--- src/verilog/pin_config_pkg.sv ---
// constants shared by the pin configuration multiplexer
`default_nettype none
package pin_config_pkg;
  // ---------------------------------------------------------------
  // register window and layout
  // ---------------------------------------------------------------
  localparam logic [31:0] CFG_BASE_ADDR = 32'h019c0200;
  localparam logic [23:0] CFG_PAGE = 24'h019c02;  // top 24 address bits of the 256-byte window
  localparam int CFG_PAGE_LSB = 8;
  localparam int CFG_FIELD_W = 5;
  localparam logic [4:0] CFG_RESET = 5'h00;
  localparam logic [31:0] RDATA_IDLE = 32'h00000000;
  // ---------------------------------------------------------------
  // field positions
  // ---------------------------------------------------------------
  localparam int SERIAL_B_DIS_BIT = 0;
  localparam int SERIAL_A_DIS_BIT = 1;
  localparam int TIMER_A_SEL_BIT = 2;
  localparam int TIMER_B_SEL_BIT = 3;
  localparam int MEM_CLK_SRC_BIT = 4;
  // ---------------------------------------------------------------
  // pin group widths
  // ---------------------------------------------------------------
  localparam int GRP_A_W = 7;
  localparam int GRP_B_W = 6;
  localparam logic STRAP_RESET = 1'b1;  // unused: strap_reg has no value until a clock edge under reset samples the pin
endpackage
`default_nettype wire

--- src/verilog/device_pin_config_mux.sv ---
// pin configuration register and shared pin multiplexer
`timescale 1ns/1ns
`default_nettype none
// Summary of operation
// [RULE1] software writes zeros to bits 31:5
// [RULE2] bit 4 picks memory interface clock
// [RULE3] bit 3 gives timer b pin to audio
// [RULE4] bit 2 gives timer a pin to audio
// [RULE5] timers keep running when pins handed over
// [RULE6] each timer pin select acts independently
// [RULE7] bit 1 low: serial a owns pins
// [RULE8] bit 1 high: audio clock/frame pins enabled
// [RULE9] no audio clocks: transmitter mode only
// [RULE10] bit 0 low: serial b owns pins
// [RULE11] bit 0 high: twowire b, audio pins enabled
// [RULE12] rewrites take effect at any time
// [RULE13] host port pins set by strap only
// [RULE14] exactly one strapped peripheral owns pins
// [RULE15] register decoded over whole 256-byte window
// [RULE16] strap picks host port or alternates
// [RULE17] reads return last write, reset zero
module device_pin_config_mux (
  input wire logic clk,
  input wire logic sys_rst,
  // register port
  input wire logic [31:0] reg_addr,
  input wire logic [31:0] reg_wdata,
  input wire logic reg_wr,
  input wire logic reg_rd,
  output logic [31:0] reg_rdata,
  // reset strap
  input wire logic host_port_strap,
  output logic host_port_enable,
  output logic alt_port_enable,
  // memory interface clock
  input wire logic generator_clock_three,
  input wire logic mem_if_ext_clock_in,
  output logic mem_if_clock,
  // timer a shared pin
  input wire logic timer_a_output,
  input wire logic audio_data_line_2_out,
  input wire logic audio_data_line_2_oe_n,
  output logic audio_data_line_2_in,
  input wire logic timer_a_pad_in,
  output logic timer_a_pad_out,
  output logic timer_a_pad_oe_n,
  // timer b shared pin
  input wire logic timer_b_output,
  input wire logic audio_data_line_4_out,
  input wire logic audio_data_line_4_oe_n,
  output logic audio_data_line_4_in,
  input wire logic timer_b_pad_in,
  output logic timer_b_pad_out,
  output logic timer_b_pad_oe_n,
  // group a: serial a versus audio rx/tx clocks, frames, data 0 and 1
  input wire logic [6:0] serial_a_out,
  input wire logic [6:0] serial_a_oe_n,
  output logic [6:0] serial_a_in,
  input wire logic [6:0] audio_grp_a_out,
  input wire logic [6:0] audio_grp_a_oe_n,
  output logic [6:0] audio_grp_a_in,
  input wire logic [6:0] grp_a_pad_in,
  output logic [6:0] grp_a_pad_out,
  output logic [6:0] grp_a_pad_oe_n,
  // group b: serial b versus twowire b, audio data 7..5, mute
  input wire logic [5:0] serial_b_out,
  input wire logic [5:0] serial_b_oe_n,
  output logic [5:0] serial_b_in,
  input wire logic [5:0] alt_grp_b_out,
  input wire logic [5:0] alt_grp_b_oe_n,
  output logic [5:0] alt_grp_b_in,
  input wire logic [5:0] grp_b_pad_in,
  output logic [5:0] grp_b_pad_out,
  output logic [5:0] grp_b_pad_oe_n,
  // audio port restricted to transmitter mode
  output logic digital_audio_transmit_mode
);

  // ---------------------------------------------------------------
  // register decode
  // ---------------------------------------------------------------
  logic [4:0] device_pin_config_reg;
  logic [4:0] device_pin_config_next;
  logic cfg_hit;
  logic strap_reg;
  logic mem_if_clock_source_sel;
  logic timer_a_pin_sel;
  logic timer_b_pin_sel;
  logic serial_port_a_pin_disable;
  logic serial_port_b_pin_disable;

  // only the page bits are compared, so any byte in the window aliases
  assign cfg_hit = (reg_addr[31:pin_config_pkg::CFG_PAGE_LSB] == pin_config_pkg::CFG_PAGE); // RULE15

  // reserved bits are dropped on write; software is expected to keep them zero
  assign device_pin_config_next = reg_wdata[pin_config_pkg::CFG_FIELD_W-1:0]; // RULE1

  // ---------------------------------------------------------------
  // configuration register
  // ---------------------------------------------------------------
  // writes are honoured at any time, not just after boot
  always_ff @(posedge clk) begin
    if (sys_rst) begin
      device_pin_config_reg <= pin_config_pkg::CFG_RESET; // RULE17
    end else if (reg_wr && cfg_hit) begin
      device_pin_config_reg <= device_pin_config_next; // RULE12
    end
  end

  // read data stands for exactly the cycle after the strobe
  always_ff @(posedge clk) begin
    if (sys_rst) begin
      reg_rdata <= pin_config_pkg::RDATA_IDLE;
    end else if (reg_rd && cfg_hit) begin
      reg_rdata <= {27'h0000000, device_pin_config_reg}; // RULE17
    end else begin
      reg_rdata <= pin_config_pkg::RDATA_IDLE;
    end
  end

  // field extraction
  assign mem_if_clock_source_sel = device_pin_config_reg[pin_config_pkg::MEM_CLK_SRC_BIT];
  assign timer_b_pin_sel = device_pin_config_reg[pin_config_pkg::TIMER_B_SEL_BIT];
  assign timer_a_pin_sel = device_pin_config_reg[pin_config_pkg::TIMER_A_SEL_BIT];
  assign serial_port_a_pin_disable = device_pin_config_reg[pin_config_pkg::SERIAL_A_DIS_BIT];
  assign serial_port_b_pin_disable = device_pin_config_reg[pin_config_pkg::SERIAL_B_DIS_BIT];

  // ---------------------------------------------------------------
  // memory interface clock source
  // ---------------------------------------------------------------
  // plain select: switching while both clocks run can glitch, so software
  // should change the source only while the memory interface is idle
  assign mem_if_clock = mem_if_clock_source_sel ? mem_if_ext_clock_in : generator_clock_three; // RULE2

  // ---------------------------------------------------------------
  // timer pins
  // ---------------------------------------------------------------
  // the timer output is only deselected here; the timer itself is never gated
  shared_pin_route #(
    .W(1)
  ) timer_a_route (
    .sel(timer_a_pin_sel), // RULE4
    .a_out(timer_a_output), // RULE5
    .a_oe_n(1'b0),
    .a_in(),
    .b_out(audio_data_line_2_out),
    .b_oe_n(audio_data_line_2_oe_n),
    .b_in(audio_data_line_2_in),
    .pin_in(timer_a_pad_in),
    .pin_out(timer_a_pad_out),
    .pin_oe_n(timer_a_pad_oe_n)
  );

  // each timer pin has its own select bit and no other bit reaches it
  shared_pin_route #(
    .W(1)
  ) timer_b_route (
    .sel(timer_b_pin_sel), // RULE3 RULE6
    .a_out(timer_b_output), // RULE5
    .a_oe_n(1'b0),
    .a_in(),
    .b_out(audio_data_line_4_out),
    .b_oe_n(audio_data_line_4_oe_n),
    .b_in(audio_data_line_4_in),
    .pin_in(timer_b_pad_in),
    .pin_out(timer_b_pad_out),
    .pin_oe_n(timer_b_pad_oe_n)
  );

  // ---------------------------------------------------------------
  // serial port pin groups
  // ---------------------------------------------------------------
  // group a: bit 1 hands the seven clock, frame and data pins to audio
  shared_pin_route #(
    .W(pin_config_pkg::GRP_A_W)
  ) grp_a_route (
    .sel(serial_port_a_pin_disable), // RULE7 RULE8
    .a_out(serial_a_out),
    .a_oe_n(serial_a_oe_n),
    .a_in(serial_a_in),
    .b_out(audio_grp_a_out),
    .b_oe_n(audio_grp_a_oe_n),
    .b_in(audio_grp_a_in),
    .pin_in(grp_a_pad_in),
    .pin_out(grp_a_pad_out),
    .pin_oe_n(grp_a_pad_oe_n)
  );

  // group b: twowire pins are open drain, their enable comes from the controller
  shared_pin_route #(
    .W(pin_config_pkg::GRP_B_W)
  ) grp_b_route (
    .sel(serial_port_b_pin_disable), // RULE10 RULE11
    .a_out(serial_b_out),
    .a_oe_n(serial_b_oe_n),
    .a_in(serial_b_in),
    .b_out(alt_grp_b_out),
    .b_oe_n(alt_grp_b_oe_n),
    .b_in(alt_grp_b_in),
    .pin_in(grp_b_pad_in),
    .pin_out(grp_b_pad_out),
    .pin_oe_n(grp_b_pad_oe_n)
  );

  // ---------------------------------------------------------------
  // audio transmitter-only mode
  // ---------------------------------------------------------------
  // without its clock and frame pins the audio port has no receive timing,
  // so only the self-clocked transmitter format can work
  always_ff @(posedge clk) begin
    if (sys_rst) begin
      digital_audio_transmit_mode <= 1'b0;
    end else begin
      digital_audio_transmit_mode <= !serial_port_a_pin_disable &&
        (timer_a_pin_sel || timer_b_pin_sel || serial_port_b_pin_disable); // RULE9
    end
  end

  // ---------------------------------------------------------------
  // host port strap
  // ---------------------------------------------------------------
  strap_capture host_strap (
    .clk(clk),
    .sys_rst(sys_rst),
    .strap_pin(host_port_strap), // RULE13
    .strap_reg(strap_reg)
  );

  // the two enables are complements, so the pins never have two owners
  assign host_port_enable = strap_reg; // RULE16
  assign alt_port_enable = !strap_reg; // RULE14
endmodule
`default_nettype wire

--- src/verilog/shared_pin_route.sv ---
// routes a group of shared pins to one of two peripherals
`timescale 1ns/1ns
`default_nettype none
module shared_pin_route #(
  parameter int W = 1
) (
  input wire logic sel,
  input wire logic [W-1:0] a_out,
  input wire logic [W-1:0] a_oe_n,
  output logic [W-1:0] a_in,
  input wire logic [W-1:0] b_out,
  input wire logic [W-1:0] b_oe_n,
  output logic [W-1:0] b_in,
  input wire logic [W-1:0] pin_in,
  output logic [W-1:0] pin_out,
  output logic [W-1:0] pin_oe_n
);
  // the deselected side sees zero and can never drive the pad
  always_comb begin
    pin_out = sel ? b_out : a_out;
    pin_oe_n = sel ? b_oe_n : a_oe_n;
    a_in = sel ? '0 : pin_in;
    b_in = sel ? pin_in : '0;
  end
endmodule
`default_nettype wire

--- src/verilog/strap_capture.sv ---
// captures a pull-resistor strap while reset is held
`timescale 1ns/1ns
`default_nettype none
module strap_capture (
  input wire logic clk,
  input wire logic sys_rst,
  input wire logic strap_pin,
  output logic strap_reg
);
  // synchronous reset, so sampling the pin under reset is a clocked capture;
  // after release the value is frozen and nothing else can change it
  always_ff @(posedge clk) begin
    if (sys_rst) begin
      strap_reg <= strap_pin;
    end
  end
endmodule
`default_nettype wire

--- config.mk ---
export PLATFORM = sky130hd
export DESIGN_NAME = device_pin_config_mux
export DESIGN_NICKNAME = d
export VERILOG_FILES = /design/src/verilog/pin_config_pkg.sv /design/src/verilog/device_pin_config_mux.sv /design/src/verilog/shared_pin_route.sv /design/src/verilog/strap_capture.sv
export SDC_FILE = /design/constraint.sdc
export NUM_CORES = 1
export LEC_CHECK = 0
export BUFFER_PORTS_ARGS = -buffer_cell sky130_fd_sc_hd__buf_2
export CAP_MARGIN = 20
export CORE_AREA = 2 2 91 93
export DETAILED_ROUTE_END_ITERATION = 12
export DIE_AREA = 0 0 93 95
export PLACE_DENSITY = 0.64
export SLEW_MARGIN = 25
export SYNTH_ARGS = -nofsm -noshare
export SYNTH_HDL_FRONTEND = slang
export SYNTH_SLANG_ARGS = --single-unit
--- constraint.sdc ---
create_clock -name clk -period 1.25 [get_ports clk]
set_input_delay 0.0625 -clock clk [delete_from_list [all_inputs] [get_ports clk]]
set_output_delay 0.0625 -clock clk [all_outputs]
set_load 0.005 [all_outputs]
==> impl_metrics.json <==
{
  "status": "finished, violations left",
  "violations": "negative setup slack",
  "cts_tree": "yes",
  "synthCells": 140,
  "setup_viol": 20,
  "grt_use_met2": 0.163,
  "io_pins": 238,
  "syn_to_final_growth_pct": 114,
  "crit_required_ps": 1190,
  "p_switching_w": 0.000285,
  "synthTopCellsByCount": "mux2_2, buf_4, and2_1",
  "hold-path-endpoint": "device_pin_config_reg[0]",
  "hpwl_um": 3910,
  "place.gp.congestion": 0.732,
  "p_leak_nw": 1.44,
  "ys.flop_type": "dfxtp_1",
  "synth.distinct_cells": 22,
  "drc": 0,
  "ir_worst_vdd_v": 0.000283,
  "yosys-top-cells-area": "mux2_2, dfxtp_1, buf_4",
  "gr-usage-all-layers": 0.0929,
  "cts-root-buf": "clkbuf_8",
  "path_max_fanout": 8,
  "critPathMaxStageDelay_ps": 390,
  "internal-power_w": 0.000959,
  "finalPower_w": 0.00124,
  "portBuffers": 175,
  "grt_pass1_wl_um": 6440,
  "cp_num_buf_inv": 2,
  "crit_type": "register to output pin",
  "switching_share": 0.229,
  "vias": 1637,
  "hp-class": "primary input to register",
  "min_from": "reg_wdata[0]",
  "p_per_area_nw_per_um2": 467,
  "synth.avg_cell_area_um2": 8.87,
  "dieWidth_um": 93,
  "finalHoldViolations": 0,
  "fp.dieH_um": 95,
  "rr_endpoint": "reg_rdata[1]",
  "vias_per_cell": 3.81,
  "synth_top_area_cell": "mux2_2",
  "ant_nets": 0,
  "busiest_layer": "met2",
  "fill_cells": 815,
  "cts_max_level": 1,
  "syn_area_um2": 1240,
  "holdPathStages": 3,
  "post-synth-top-count-cell": "mux2_2",
  "grt_pass1_vias": 1342,
  "reg2reg_depth": 2,
  "cts.clk_slew.worst_paths_ps": 50,
  "pwr-share-seq": 0.312,
  "cp_slowest_cell": "dfxtp_4",
  "cp_top_family": "flip-flops",
  "critPathLaunchType": "register",
  "power_frac_comb": 0.360,
  "slew_violations": 0,
  "grt_max_degree": 16,
  "cap_violations": 0,
  "antenna_found_initial": 0,
  "clock_sinks": 12,
  "clockBufferDepth": 2,
  "die-area_um2": 8840,
  "min_period_ps": 1270,
  "regToRegSetupSlack_ps": 360,
  "clk_latency_ps": 240,
  "initialDrtViolationCount": 4,
  "path_cells": "buf_12 -> mux2_4 -> buf_6",
  "routed_wirelength_um": 5120,
  "reg2reg_from": "device_pin_config_reg[1]",
  "avgRoutedWirePerCell_um": 11.9,
  "fin_ws_ps": -23.7,
  "fin_crit_sh": 1.02,
  "drive_gt1_frac": 0.705,
  "end_kind": "output pin",
  "postSynth.asyncResetShare": 0,
  "cts_inserted_buffers": 3,
  "cp_data_arrival_time_ps": 1210,
  "drtPass1Iterations": 2,
  "row_count": 33,
  "ys_seq_area_frac": 0.202,
  "antennaDiodeCount": 0,
  "synth_top_area_share": 0.263,
  "gr-total-overflow": 0,
  "yosysWarnings": 0,
  "p_clk_frac": 0.328,
  "coreArea_um2": 7930,
  "initial_core_util": 0.157,
  "fin_nets": 470,
  "rsz0062_at_grt": "yes",
  "synth_edf_count": 1,
  "holdWs_ps": 87.7,
  "stdcell_count": 430,
  "fmax_mhz": 785,
  "grt_use_met1": 0.122,
  "ys_ff_latch": 12,
  "clock_skew_ps": 0.877,
  "dp_cells": 419,
  "gr-usage-met3": 0.0176
}
per-layer routing:
layer | wire (µm) | part of all wire | vias up
li1 | - | - | 803
met1 | 2000 | 0.39 | 730
met2 | 2630 | 0.51 | 102
met3 | 472 | 0.092 | 2
met4 | 19 | 0.0037 | 0
met5 | 0 | 0 | -
stage by stage:
stage / setup WS [ps] / setup TNS [ps] / util / instance area [µm²]
floorplan: 16.6 / 0 / - / 1340
global placement: -36.3 / -224 / 0.276 / 2190
detailed placement: -65.0 / -467 / 0.276 / 2190
CTS: -50.3 / -716 / 0.326 / 2580
global route: -57.0 / -1080 / 0.336 / 2660
finish: -23.7 / -222 / 0.336 / 2660
cell families (layout without fill, tap and decap cells):
| logic type | count (synthesis) | count (layout) | share of synthesized area |
|---|---|---|---|
| AND/OR/NAND/NOR | 53 | 53 | 0.300 |
| buffers and inverters | 35 | 194 | 0.192 |
| multiplexers | 29 | 29 | 0.263 |
| flip-flops | 12 | 12 | 0.202 |
| AO/OA/AOI/OAI | 10 | 10 | 0.0403 |
| other | 1 | 27 | 0.00302 |
area by class of cell:
class / instances / area, µm² / share of cell area
Clock buffer: 4 / 55.1 / 0.0207
Sequential cell: 12 / 258 / 0.0969
Tap cell: 105 / 131 / 0.0494
Inverter: 1 / 3.75 / 0.00141
Timing Repair Buffer: 189 / 1260 / 0.474
Multi-Input combinational cell: 119 / 951 / 0.357
placed cells by master (no fill, tap or decap):
cell | synthesis | layout
nor3_1 | 2 | 2
clkbuf_8 | 0 | 4
o21ai_0 | 5 | 5
edfxtp_1 | 1 | 1
mux2_4 | 0 | 26
and4b_4 | 1 | 1
mux2_2 | 29 | 3
nor4_2 | 1 | 1
and4bb_2 | 1 | 1
nor2b_2 | 0 | 1
conb_1 | 1 | 27
buf_12 | 0 | 2
nand3_1 | 1 | 1
a21oi_1 | 5 | 5
nor4b_2 | 2 | 2
dlygate4sd3_1 | 0 | 1
inv_1 | 1 | 1
buf_16 | 0 | 2
nor2b_1 | 13 | 12
and4_1 | 1 | 1
buf_6 | 0 | 26
bufbuf_16 | 0 | 2
buf_2 | 1 | 149
dfxtp_1 | 11 | 9
nor4b_1 | 2 | 2
nand4_1 | 6 | 6
buf_4 | 28 | 7
dfxtp_4 | 0 | 2
and2_1 | 23 | 23
worst max path at each step:
stage | startpoint | end | slack, ps | cells after the start
floorplan | device_pin_config_reg[0] | grp_b_pad_out[0] | 20 | 3
global placement | reg_addr[13] | reg_rdata[1] | -40 | 6
detailed placement | reg_addr[12] | device_pin_config_reg[3] | -60 | 7
CTS | device_pin_config_reg[1] | grp_a_pad_out[5] | -50 | 3
global route | device_pin_config_reg[1] | grp_a_pad_out[5] | -60 | 3
finish | device_pin_config_reg[1] | grp_a_pad_out[5] | -20 | 3
power by group through the flow:
stage / registers, W / logic (W) / clock network, W
after floorplan: 0.000400 / 0.000163 / 0
after CTS: 0.000388 / 0.000419 / 0.000421
final: 0.000388 / 0.000448 / 0.000407
after detailed placement: 0.000400 / 0.000351 / 0
after global routing: 0.000388 / 0.000486 / 0.000440
after global placement: 0.000401 / 0.000344 / 0
what timing repair did:
action                                  4_1_cts  5_1_grt
buffers inserted                              2        0
gates cloned                                  4        0
endpoints found under the hold margin         0        1
resized for setup                            46       13
endpoints found under the setup margin       26       31
hold buffers                                  0        1
worst register-to-register path, cell delays in order (launching register included):
cell and delay (ps):
dfxtp_4 370, bufbuf_16 280, and2_1 130
Note: power is estimated with default switching activity, not from simulation.
